[config.mk]
export PLATFORM = sky130hd
export DESIGN_NAME = cpd_power_ctrl
export DESIGN_NICKNAME = d
export VERILOG_FILES = /design/src/verilog/cpd_sync2.v /design/src/verilog/cpd_power_ctrl.v
export VERILOG_INCLUDE_DIRS = /design/src /design/src/verilog
export SDC_FILE = /design/constraint.sdc
export NUM_CORES = 1
export LEC_CHECK = 0
export ABC_AREA = 0
export BUFFER_PORTS_ARGS = -buffer_cell sky130_fd_sc_hd__buf_2
export CAP_MARGIN = 20
export CORE_MARGIN = 2
export CORE_UTILIZATION = 40
export DETAILED_ROUTE_END_ITERATION = 6
export PLACE_DENSITY = 0.74
export SLEW_MARGIN = 20
export SYNTH_ARGS = -nofsm -noshare
export SYNTH_HDL_FRONTEND = slang
export SYNTH_SLANG_ARGS = --single-unit
[constraint.sdc]
create_clock -name clock -period 2 [get_ports clock]
set_input_delay 0.1 -clock clock [delete_from_list [all_inputs] [get_ports clock]]
set_output_delay 0.1 -clock clock [all_outputs]
set_load 0.05 [all_outputs]
[src/verilog/cpd_defs.vh]
`ifndef CPD_DEFS_VH
`define CPD_DEFS_VH
// MMIO offsets
`define CPD_ADDR_W 22
`define CPD_OFS_TRIGGER 22'h10_0108
`define CPD_OFS_SHUTOFF 22'h10_3428
// Bit positions in the shutoff mask (adjustable layout)
`define CPD_BIT_VIDIN 0
`define CPD_BIT_VIDOUT 1
`define CPD_BIT_AUDIN 2
`define CPD_BIT_AUDOUT 3
`define CPD_BIT_DIGAUD 4
`define CPD_BIT_SSU 5
`define CPD_BIT_JTAG 6
`define CPD_BIT_VLDEC 7
`define CPD_BIT_BOOTI2C 8
`define CPD_BIT_IMGCP 9
`define CPD_SHUTOFF_RST 32'h0000_0000
`define CPD_RDATA_RST 32'h0000_0000
// Wake-up time in SDRAM clock cycles
`define CPD_WAKE_CYCLES 20
`define CPD_CNT_W 8
// Spare drain cycle covering the busy synchroniser delay
`define CPD_DRAIN_CNT 8'h01
// Stay-awake vector width
`define CPD_NAWAKE 7
// Sequencer states
`define CPD_ST_RUN 3'h0
`define CPD_ST_DRAIN 3'h1
`define CPD_ST_ENTER 3'h2
`define CPD_ST_SLEEP 3'h3
`define CPD_ST_EXIT 3'h4
`define CPD_ST_DONE 3'h5
`endif

[src/verilog/cpd_sync2.v]
`timescale 1ns/1ps
module cpd_sync2 #(
	parameter W = 1
) (
	// Clock and reset
	input wire clock,
	input wire rst_b,
	// Data
	input wire [W-1:0] asyncIn,
	output reg [W-1:0] syncOut
);
	reg [W-1:0] stage1_q;

	always @(posedge clock or negedge rst_b) begin
		if (!rst_b) begin
			stage1_q <= {W{1'b0}};
			syncOut <= {W{1'b0}};
		end else begin
			stage1_q <= asyncIn;
			syncOut <= stage1_q;
		end
	end
endmodule

[src/verilog/cpd_power_ctrl.v]
// What this block does
// RULE1 - Trigger write starts sleep, write held pending
// RULE2 - Trigger write completes only after wake-up
// RULE3 - Accepted interrupt wakes the chip
// RULE4 - Awake unit highway request wakes the chip
// RULE5 - Let running SDRAM transfer finish first
// RULE6 - Self refresh, wait, assert chip sleep
// RULE7 - Participating units gate clocks during sleep
// RULE8 - Always-on logic and stay-awake units keep clocks
// RULE9 - Wake: drop sleep, exit refresh, complete write
// RULE10 - Wake-up takes about twenty SDRAM cycles
// RULE11 - Seven units have stay-awake bits, default clear
// RULE12 - Decoder, boot/I2C, coprocessor always sleep
// RULE13 - Interrupt controller and PCI never sleep
// RULE14 - Software rewrites trigger after each wake
// RULE15 - Trigger holds nothing; read undefined, harmless
// RULE16 - Shutoff bit one powers unit off
// RULE17 - Shutoff bit for each sleep-capable unit
// RULE18 - Unassigned shutoff bits read as zero
// RULE19 - Trigger and shutoff writes are independent
// RULE20 - Software disables unit before shutting off
// RULE21 - Shutoff bit positions are parameters
`timescale 1ns/1ps
`include "cpd_defs.vh"
module cpd_power_ctrl #(
	parameter BIT_VIDIN = `CPD_BIT_VIDIN, //RULE21
	parameter BIT_VIDOUT = `CPD_BIT_VIDOUT,
	parameter BIT_AUDIN = `CPD_BIT_AUDIN,
	parameter BIT_AUDOUT = `CPD_BIT_AUDOUT,
	parameter BIT_DIGAUD = `CPD_BIT_DIGAUD,
	parameter BIT_SSU = `CPD_BIT_SSU,
	parameter BIT_JTAG = `CPD_BIT_JTAG,
	parameter BIT_VLDEC = `CPD_BIT_VLDEC,
	parameter BIT_BOOTI2C = `CPD_BIT_BOOTI2C,
	parameter BIT_IMGCP = `CPD_BIT_IMGCP,
	parameter WAKE_CYCLES = `CPD_WAKE_CYCLES
) (
	// Clock and reset
	input wire clock,
	input wire rst_b,
	// MMIO access, one-cycle request, held until done
	input wire mmioReq,
	input wire mmioWrite,
	input wire [`CPD_ADDR_W-1:0] mmioAddr,
	input wire [31:0] mmioWdata,
	output reg mmioDone,
	output reg [31:0] mmioRdata,
	// Wake sources (from other logic, asynchronous)
	input wire irqAccepted,
	input wire [`CPD_NAWAKE-1:0] highwayReq,
	// Stay-awake bits from the seven units
	input wire [`CPD_NAWAKE-1:0] stayAwake,
	// SDRAM controller handshake
	input wire sdramBusy,
	output reg selfRefreshReq,
	input wire selfRefreshAck,
	// Chip sleep and clock gating
	output reg globalSleep,
	output reg [`CPD_NAWAKE-1:0] awakeClkOff,
	output reg vldClkOff,
	output reg bootClkOff,
	output reg icpClkOff,
	output reg vicClkOff,
	output reg pciClkOff,
	input wire vicIdle,
	input wire pciIdle,
	// Per-unit power off
	output reg [31:0] unitShutoff
);
	localparam ST_RUN = `CPD_ST_RUN;
	localparam ST_DRAIN = `CPD_ST_DRAIN;
	localparam ST_ENTER = `CPD_ST_ENTER;
	localparam ST_SLEEP = `CPD_ST_SLEEP;
	localparam ST_EXIT = `CPD_ST_EXIT;
	localparam ST_DONE = `CPD_ST_DONE;
	localparam [31:0] WAKE_LAST = WAKE_CYCLES - 1;
	localparam [`CPD_CNT_W-1:0] WAKE_CNT = WAKE_LAST[`CPD_CNT_W-1:0];

	// Mask of bits that belong to a unit
	localparam [31:0] ASSIGNED = (32'h0000_0001 << BIT_VIDIN) |
		(32'h0000_0001 << BIT_VIDOUT) | (32'h0000_0001 << BIT_AUDIN) |
		(32'h0000_0001 << BIT_AUDOUT) | (32'h0000_0001 << BIT_DIGAUD) |
		(32'h0000_0001 << BIT_SSU) | (32'h0000_0001 << BIT_JTAG) |
		(32'h0000_0001 << BIT_VLDEC) | (32'h0000_0001 << BIT_BOOTI2C) |
		(32'h0000_0001 << BIT_IMGCP);

	function addrHit;
		input [`CPD_ADDR_W-1:0] a;
		input [`CPD_ADDR_W-1:0] ofs;
		begin
			addrHit = (a == ofs);
		end
	endfunction

	wire irqSync;
	wire [`CPD_NAWAKE-1:0] hwSync;
	wire [`CPD_NAWAKE-1:0] awakeSync;
	wire busySync;
	wire srAckSync;
	wire vicIdleSync;
	wire pciIdleSync;

	// One synchroniser per source keeps each crossing easy to audit
	cpd_sync2 #(.W(1)) uSyncIrq (
		.clock(clock),
		.rst_b(rst_b),
		.asyncIn(irqAccepted),
		.syncOut(irqSync)
	);

	cpd_sync2 #(.W(`CPD_NAWAKE)) uSyncHw (
		.clock(clock),
		.rst_b(rst_b),
		.asyncIn(highwayReq),
		.syncOut(hwSync)
	);

	cpd_sync2 #(.W(`CPD_NAWAKE)) uSyncAwake (
		.clock(clock),
		.rst_b(rst_b),
		.asyncIn(stayAwake),
		.syncOut(awakeSync)
	);

	cpd_sync2 #(.W(1)) uSyncBusy (
		.clock(clock),
		.rst_b(rst_b),
		.asyncIn(sdramBusy),
		.syncOut(busySync)
	);

	cpd_sync2 #(.W(1)) uSyncAck (
		.clock(clock),
		.rst_b(rst_b),
		.asyncIn(selfRefreshAck),
		.syncOut(srAckSync)
	);

	cpd_sync2 #(.W(1)) uSyncVic (
		.clock(clock),
		.rst_b(rst_b),
		.asyncIn(vicIdle),
		.syncOut(vicIdleSync)
	);

	cpd_sync2 #(.W(1)) uSyncPci (
		.clock(clock),
		.rst_b(rst_b),
		.asyncIn(pciIdle),
		.syncOut(pciIdleSync)
	);

	reg [2:0] state_q;
	reg [2:0] state_d;
	reg [`CPD_CNT_W-1:0] cnt_q;
	reg [`CPD_CNT_W-1:0] cnt_d;
	reg [31:0] shutoff_q;
	reg [31:0] shutoff_d;
	reg pendWr_q;
	reg pendWr_d;

	wire isTrig = addrHit(mmioAddr, `CPD_OFS_TRIGGER);
	wire isShut = addrHit(mmioAddr, `CPD_OFS_SHUTOFF);
	wire trigWr = mmioReq & mmioWrite & isTrig & (state_q == ST_RUN);
	// Only units left awake can raise highway traffic
	wire [`CPD_NAWAKE-1:0] liveReq = hwSync & awakeSync; //RULE4
	wire wakeEvt = irqSync | (|liveReq); //RULE3 RULE4

	always @* begin
		state_d = state_q;
		cnt_d = cnt_q;
		pendWr_d = pendWr_q;
		case (state_q)
		ST_RUN: begin
			if (trigWr) begin
				pendWr_d = 1'b1; //RULE1
				cnt_d = `CPD_DRAIN_CNT;
				state_d = ST_DRAIN;
			end
		end
		ST_DRAIN: begin
			// Busy shows up two edges late; one spare cycle covers it
			if (cnt_q != {`CPD_CNT_W{1'b0}})
				cnt_d = cnt_q - 1'b1;
			else if (!busySync)
				state_d = ST_ENTER; //RULE5
		end
		ST_ENTER: begin
			if (srAckSync)
				state_d = ST_SLEEP; //RULE6
		end
		ST_SLEEP: begin
			if (wakeEvt) begin
				state_d = ST_EXIT; //RULE9
				cnt_d = WAKE_CNT;
			end
		end
		ST_EXIT: begin
			if (!srAckSync && cnt_q == {`CPD_CNT_W{1'b0}})
				state_d = ST_DONE; //RULE10
			else if (cnt_q != {`CPD_CNT_W{1'b0}})
				cnt_d = cnt_q - 1'b1;
		end
		ST_DONE: begin
			pendWr_d = 1'b0; //RULE2
			state_d = ST_RUN;
		end
		default: begin
			state_d = ST_RUN;
			pendWr_d = 1'b0;
		end
		endcase
	end

	always @* begin
		shutoff_d = shutoff_q;
		// Trigger writes never reach the mask
		if (mmioReq && mmioWrite && isShut && state_q == ST_RUN)
			shutoff_d = mmioWdata & ASSIGNED; //RULE16 RULE17 RULE18 RULE19
	end

	always @(posedge clock or negedge rst_b) begin
		if (!rst_b)
			state_q <= ST_RUN;
		else
			state_q <= state_d;
	end

	always @(posedge clock or negedge rst_b) begin
		if (!rst_b)
			cnt_q <= {`CPD_CNT_W{1'b0}};
		else
			cnt_q <= cnt_d;
	end

	always @(posedge clock or negedge rst_b) begin
		if (!rst_b)
			shutoff_q <= `CPD_SHUTOFF_RST;
		else
			shutoff_q <= shutoff_d;
	end

	always @(posedge clock or negedge rst_b) begin
		if (!rst_b)
			pendWr_q <= 1'b0;
		else
			pendWr_q <= pendWr_d;
	end

	// State decodes shared by the registered outputs
	function isState;
		input [2:0] s;
		input [2:0] st;
		begin
			isState = (s == st);
		end
	endfunction

	wire sleepNext = isState(state_d, ST_SLEEP);
	wire enterNext = isState(state_d, ST_ENTER);
	wire idleNow = isState(state_q, ST_RUN);
	wire doneNow = isState(state_q, ST_DONE);
	wire rdReq = mmioReq & ~mmioWrite & idleNow;

	// Trigger write answers only on wake; others next cycle
	always @(posedge clock or negedge rst_b) begin
		if (!rst_b)
			mmioDone <= 1'b0;
		else
			mmioDone <= (mmioReq & ~(mmioWrite & isTrig) &
				idleNow) | doneNow; //RULE1 RULE2
	end

	always @(posedge clock or negedge rst_b) begin
		if (!rst_b)
			mmioRdata <= `CPD_RDATA_RST;
		else if (rdReq)
			mmioRdata <= isShut ? (shutoff_q & ASSIGNED) :
				`CPD_RDATA_RST; //RULE15 RULE18
	end

	// Refresh request drops as soon as sleep ends
	always @(posedge clock or negedge rst_b) begin
		if (!rst_b)
			selfRefreshReq <= 1'b0;
		else
			selfRefreshReq <= enterNext | sleepNext; //RULE6 RULE9
	end

	always @(posedge clock or negedge rst_b) begin
		if (!rst_b)
			globalSleep <= 1'b0;
		else
			globalSleep <= sleepNext; //RULE6 RULE9
	end

	always @(posedge clock or negedge rst_b) begin
		if (!rst_b)
			awakeClkOff <= {`CPD_NAWAKE{1'b0}};
		else
			awakeClkOff <= {`CPD_NAWAKE{sleepNext}} &
				~awakeSync; //RULE7 RULE8 RULE11
	end

	always @(posedge clock or negedge rst_b) begin
		if (!rst_b)
			vldClkOff <= 1'b0;
		else
			vldClkOff <= sleepNext; //RULE12
	end

	always @(posedge clock or negedge rst_b) begin
		if (!rst_b)
			bootClkOff <= 1'b0;
		else
			bootClkOff <= sleepNext; //RULE12
	end

	always @(posedge clock or negedge rst_b) begin
		if (!rst_b)
			icpClkOff <= 1'b0;
		else
			icpClkOff <= sleepNext; //RULE12
	end

	// Self power-down on idle, independent of sleep
	always @(posedge clock or negedge rst_b) begin
		if (!rst_b)
			vicClkOff <= 1'b0;
		else
			vicClkOff <= vicIdleSync & ~irqSync; //RULE13
	end

	always @(posedge clock or negedge rst_b) begin
		if (!rst_b)
			pciClkOff <= 1'b0;
		else
			pciClkOff <= pciIdleSync; //RULE13
	end

	// Mirrors the mask register, updated on the same edge
	always @(posedge clock or negedge rst_b) begin
		if (!rst_b)
			unitShutoff <= `CPD_SHUTOFF_RST;
		else
			unitShutoff <= shutoff_d; //RULE16
	end
endmodule

==> results.ini, run 1 <==
[floorplanning]
core-area_sq_mm=0.007807
rows=32
io_pins=156
die_area_sq_mm=0.008841
initial_utilization_pct=41.52
die_y_um=94.03
die_width_um=94.03

[critical_path]
ff2ff_path_depth=7
cp_max_fo=4
r2r_slack_ps=130
crit_path_start_kind=flop
critPathArrivalTime_ps=2100
worst-endpoint-required_ps=2230
timing.rr.end=state_q[0]
path_class=reg2reg
reg2reg_from=cnt_q[1]
cp-end-kind=flop

[cells_and_area]
nets=473
multi_input_area_sq_um=992.2
syn_to_final_growth_pct=32.57
final_core_utilization_pct=55.05
insertedDiodeCount=0
finish.instance_area_sq_mm=0.004298
fillers=650
register_area_sq_mm=0.002027
drive_above_1_share_pct=35.09

[synth]
yosys_warnings=0
synth_edf_count=0
ys_ff_latch=81
avgSynthCellArea_sq_um=12.61
synthFlopType=dfrtp_1
async_flop_share_pct=100.0
synthCells=257
synth-seq-area-share_pct=62.52
syn_area_sq_mm=0.003242
synthDistinctLibCells=41

[timing]
period_needed_ps=1870
drv_slew=0
hold_viol=0
worst_slack_ps=129.8
rsz0062_at_grt=false
fmax_ghz=0.5347
finClkSkew_ps=9.231
post-route-period-util_pct=93.51
tns_ps=0
setup_viol=0

[placed_design]
io_buffers=89
gp_congestion=0.7742
place_area_sq_mm=0.003731
dp_slack_ps=26.66
hpwl_mm=4.518

[clock_tree]
clk_latency_ps=350
h-tree-depth=3
root_buffer=clkbuf_8
numCtsBuffers=9
cts_tree=done
clk_pin_slew_worst_paths_ps=80
clockBufferDepth=2
post_cts_buffers=0
cts_sinks=81

[global_route]
track_usage_pct=16.19
grt_pass1_wl_mm=10.72
first_global_vias=2261
antenna_found_initial=0
overflow=0
grt_max_degree=42

[worst_hold_path]
min_to=mmioDone
worst_hold_path_type=in2reg
hold_depth=3
hp-start=mmioReq

[detailed_routing]
routed-via-count=2303
drc=0
antenna_left=0
postRouteWirelength_mm=6.705
via_per_inst=4.597
drt_iter0_drc=44
wl_per_cell_um=13.38
drtPass1Iterations=4

[power]
powerDensity_mw_per_mm2=812.6
ir_drop_mv=0.5647
leakage_uw=0.002240

[flow_run]
maxCapViolations=0

[run_status]
outcome=completed

[cell usage after synthesis, types with 3 or more instances]
library cell / n / area share [%]
dfrtp_1: 81 / 63
buf_4: 47 / 11
nor2_1: 17 / 2.0
a21oi_1: 11 / 1.7
mux2_2: 11 / 3.8
nand2_1: 11 / 1.3
a22o_1: 10 / 2.7
inv_1: 10 / 1.2
mux2i_1: 5 / 1.5
nor3_1: 5 / 0.77
nor4_1: 4 / 0.77
a22oi_1: 3 / 0.69
nand3_1: 3 / 0.46
nand4_1: 3 / 0.58
o2bb2ai_1: 3 / 0.81
[cell families (layout without fill, tap and decap cells)]
kind of cell / after synthesis / in the layout / share of synthesized area [%]
AOI/OAI and AO/OA: 36 / 36 / 7.912
xor gates and xnor gates: 1 / 1 / 0.2702
adders and majority gates: 2 / 2 / 0.7718
buffers and inverters: 60 / 159 / 12.43
DFF: 81 / 81 / 62.52
muxes: 16 / 16 / 5.365
other: 1 / 44 / 0.1157
and+or+nand+nor: 60 / 60 / 10.61
[metal layers]
layer	share of wire (%)	GRT usage (%)	wire length, um	vias to the layer above
li1	-	-	-	1068
met1	39	19.06	2623	1114
met2	52	26.25	3492	116
met3	7.9	6.100	531	5
met4	0.85	7.488	57	0
met5	0	0	0	-
[report_power, final]
part / switching (uW) / total, uW / internal (uW)
Clock: 615 / 1460 / 844
Sequential: 12.4 / 1690 / 1680
Combinational: 255 / 344 / 89.0
Total: 883 / 3490 / 2610
[how the worst max path moves through the flow]
stage | startpoint | end | slack [ps] | cells past startpoint
after floorplan | cnt_q[0] | cnt_q[1] | 40 | 8
after global placement | cnt_q[1] | cnt_q[1] | 130 | 7
after detailed placement | cnt_q[1] | cnt_q[1] | 30 | 7
after CTS | cnt_q[1] | cnt_q[1] | 20 | 7
after global routing | cnt_q[1] | state_q[0] | 9 | 7
final | cnt_q[1] | state_q[0] | 130 | 7
[flip-flops by register name, summed over array words and instances, names as in the netlist, 3 cells and up]
signal / cells
uSyncHw.stage1_q: 7
mmioRdata: 10
uSyncHw.syncOut: 7
uSyncAwake.stage1_q: 7
cnt_q: 8
state_q: 3
uSyncAwake.syncOut: 7
awakeClkOff: 7
unitShutoff: 10
[layout by cell type, fill, tap and decap left out, types with 2 or more instances in the layout]
master and instances:
nand2_1 11, nor4_2 2, bufinv_16 3, o21ai_0 2, o2bb2ai_1 3, clkbuf_8 9
buf_2 88, a21o_1 2, inv_1 10, or3_1 2, a22oi_1 3, nor2_1 17
ha_1 2, nor4_1 2, a21oi_1 11, conb_1 44, mux2i_1 5, inv_6 2
nand4_1 3, mux2_2 11, nand3_1 3, a22o_1 10, nand2b_1 2, dlygate4sd3_1 30
dfrtp_1 81, nor3_1 5, buf_4 14
[stage by stage]
stage                     instances  hold slack, ps  power, uW
final                           501           56.25       3492
after detailed placement        455           94.63       2019
after global routing            501           68.79       3646
after global placement          455           90.89       2013
after CTS                       501           47.55       3537
after floorplan                 300          -195.6       1987
[critical path: stages, from the launching register on]
cell     delay (ps)
dfrtp_1         410
inv_1           110
ha_1            170
nor3b_2         210
nand2_1         140
o21ai_0         180
a21oi_1          90
or3b_2          430
[timing repair]
item	CTS	global route
endpoints found under the setup margin	0	8
hold endpoints to repair	67	0
hold buffers	30	0
resized for setup	0	4
[area by class of cell]
cell class                      count  area share (%)
Sequential cell                    81           47.16
Multi-Input combinational cell    159           23.09
Timing Repair Buffer              133           20.15
Tap cell                          102           2.969
Clock buffer                        9           2.882
Clock inverter                      7           2.882
Inverter                           10          0.8734
Power figures use the tool's default switching activity.
==> run 2: changes to the inputs <==
--- a/config.mk
+++ b/config.mk
@@ -8,11 +8,11 @@
 export LEC_CHECK = 0
 export ABC_AREA = 0
 export BUFFER_PORTS_ARGS = -buffer_cell sky130_fd_sc_hd__buf_2
-export CAP_MARGIN = 20
+export CAP_MARGIN = 30
 export CORE_MARGIN = 2
-export CORE_UTILIZATION = 40
+export CORE_UTILIZATION = 41
 export DETAILED_ROUTE_END_ITERATION = 6
-export PLACE_DENSITY = 0.74
+export PLACE_DENSITY = 0.75
 export SLEW_MARGIN = 20
 export SYNTH_ARGS = -nofsm -noshare
 export SYNTH_HDL_FRONTEND = slang
==> run 2 against run 1 <==
  * Design area shrank 1.3%
  * Largest power group unchanged
  * First-iteration DRC count grew 150%
  * Via count shrank 2.1%
  * Sequential cell count is the same
  * Clock skew is essentially flat
  * Utilization grew 0.16 points
  * Total power shrank 7.4%
==> results.ini, run 2 (same netlist as run 1, synthesis figures left out) <==
[run_status]
outcome=completed

[detailed_routing]
via_per_inst=4.519  ; -1.7%
drc=0  ; unchanged
drtPass1Iterations=4  ; unchanged
drt_iter0_drc=108  ; +150%
postRouteWirelength_mm=6.404  ; -4.5%
antenna_left=0  ; unchanged
routed-via-count=2255  ; -2.1%
wl_per_cell_um=12.83  ; -4.1%

[placed_design]
dp_cells=453  ; -0.44%
dp_slack_ps=67.40  ; +40.74 ps
hpwl_mm=4.331  ; -4.2%
io_buffers=89  ; unchanged
gp_congestion=0.7416  ; -4.2%
place_area_sq_mm=0.003729  ; about the same

[clock_tree]
cts_tree=done
clk_pin_slew_worst_paths_ps=80  ; about the same
numCtsBuffers=9  ; unchanged
clk_latency_ps=340  ; about the same
root_buffer=clkbuf_8
clockBufferDepth=2  ; unchanged
h-tree-depth=3  ; unchanged
cts_sinks=81  ; unchanged

[floorplanning]
initial_utilization_pct=42.17  ; +0.65 points
die_width_um=92.92  ; -1.2%
rows=32  ; unchanged
io_pins=156  ; unchanged
die_area_sq_mm=0.008634  ; -2.3%
die_y_um=92.92  ; -1.2%
core-area_sq_mm=0.007687  ; -1.5%

[global_route]
track_usage_pct=15.19  ; -1.0 points
first_global_vias=2301  ; +1.8%
grt_pass1_wl_mm=10.23  ; -4.6%
overflow=0  ; unchanged
grt_max_degree=54  ; +29%
antenna_found_initial=0  ; unchanged

[critical_path]
cp_max_fo=5  ; +1
path_class=reg2reg
cp_slowest_cell=dfrtp_1
reg2reg_from=state_q[0]
r2r_slack_ps=140  ; about the same
crit_path_start_kind=flop
timing.rr.end=cnt_q[2]
ff2ff_path_depth=5  ; -2
worst-endpoint-required_ps=2220  ; about the same
crit_chain=nor2_1, nand3_1, nor4_1, and3b_2, o31a_1
critPathArrivalTime_ps=2080  ; -20 ps
cpPeakStageDelay_ps=400  ; -30 ps
cp-end-kind=flop

[timing]
drv_slew=0  ; unchanged
fmax_ghz=0.5371  ; +0.44%
tns_ps=0  ; unchanged
period_needed_ps=1862  ; -8.236 ps
worst_slack_ps=138.0  ; +8.236 ps
setup_viol=0  ; unchanged
hold_viol=0  ; unchanged
finClkSkew_ps=8.819  ; -0.4120 ps
hold_slack_ps=102.5  ; +46.29 ps
rsz0062_at_grt=false
post-route-period-util_pct=93.10  ; -0.41 points

[worst_hold_path]
hold_depth=3  ; unchanged
hp-start=mmioReq
worst_hold_path_type=in2reg
min_to=mmioDone

[cells_and_area]
finish.instance_area_sq_mm=0.004244  ; -1.3%
final_cell_mix=88 x buf_2, 81 x dfrtp_1, 44 x conb_1
final_common_cell=buf_2
drive_above_1_share_pct=34.26  ; -0.83 points
reg.largest.list=mmioRdata x10, unitShutoff x10, cnt_q x8
layout.cells.non_filler=499  ; -0.40%
nets=471  ; -0.42%
insertedDiodeCount=0  ; unchanged
fillers=638  ; -1.8%
syn_to_final_growth_pct=30.91

[power]
powerDensity_mw_per_mm2=762.2  ; -6.2%
ir_drop_mv=0.6531  ; +16%
leakage_uw=0.002213  ; -1.2%

[flow_run]
maxCapViolations=0  ; unchanged

[run 2: how the worst max path moves through the flow]
| stage | startpoint | cells after the start | to |
|---|---|---|---|
| after detailed placement | cnt_q[1] | 7 | cnt_q[1] |
| after global placement | cnt_q[1] | 7 | cnt_q[1] |
| after floorplan | cnt_q[0] | 8 | cnt_q[1] |
| after CTS | cnt_q[1] | 7 | cnt_q[1] |
| final | state_q[0] | 5 | cnt_q[2] |
| after global routing | cnt_q[1] | 7 | state_q[0] |
[run 2: timing repair]
action,in CTS,in global routing
buffers inserted,0,0
hold buffers,30,0
gates resized for setup,0,4
setup endpoints to repair,0,3
endpoints found under the hold margin,57,0
[run 2: where the power goes]
part | total (uW) | internal [uW] | switching [uW]
sequential | 1690 | 1680 | 13.5
clock | 1200 | 621 | 583
combinational | 341 | 89.1 | 252
[run 2: area by class of cell]
type                    count  area, sq um  area share [%]
flip-flops and latches     81         2027           47.76
multi-input cells         159        985.9           23.23
repair buffers            131        863.3           20.34
clock buffers              11        141.4           3.331
well taps                 102        127.6           3.007
clock inverters             5        61.31           1.445
inverters                  10        37.54          0.8844
[run 2: stage by stage]
step	utilization (%)	power [uW]
3_5_place_dp	48.50	2018
5_1_grt	55.21	3370
4_1_cts	55.05	3256
2_1_floorplan	-	1987
3_3_place_gp	48.50	2012
6_report	55.21	3235
[run 2: worst max-delay path, delay by kind of cell, from the launching register on]
kind,cells,cell delay (ps)
flops,1,400
compound gates,1,290
simple gates,4,1050
[run 2: routing by layer]
| metal | vias up | GRT usage [%] | routed length [um] |
|---|---|---|---|
| li1 | 1061 | - | - |
| met1 | 1071 | 17.23 | 2631 |
| met2 | 109 | 26.21 | 3166 |
| met3 | 14 | 4.882 | 468 |
| met4 | 0 | 6.618 | 138 |
| met5 | - | 0 | 0 |
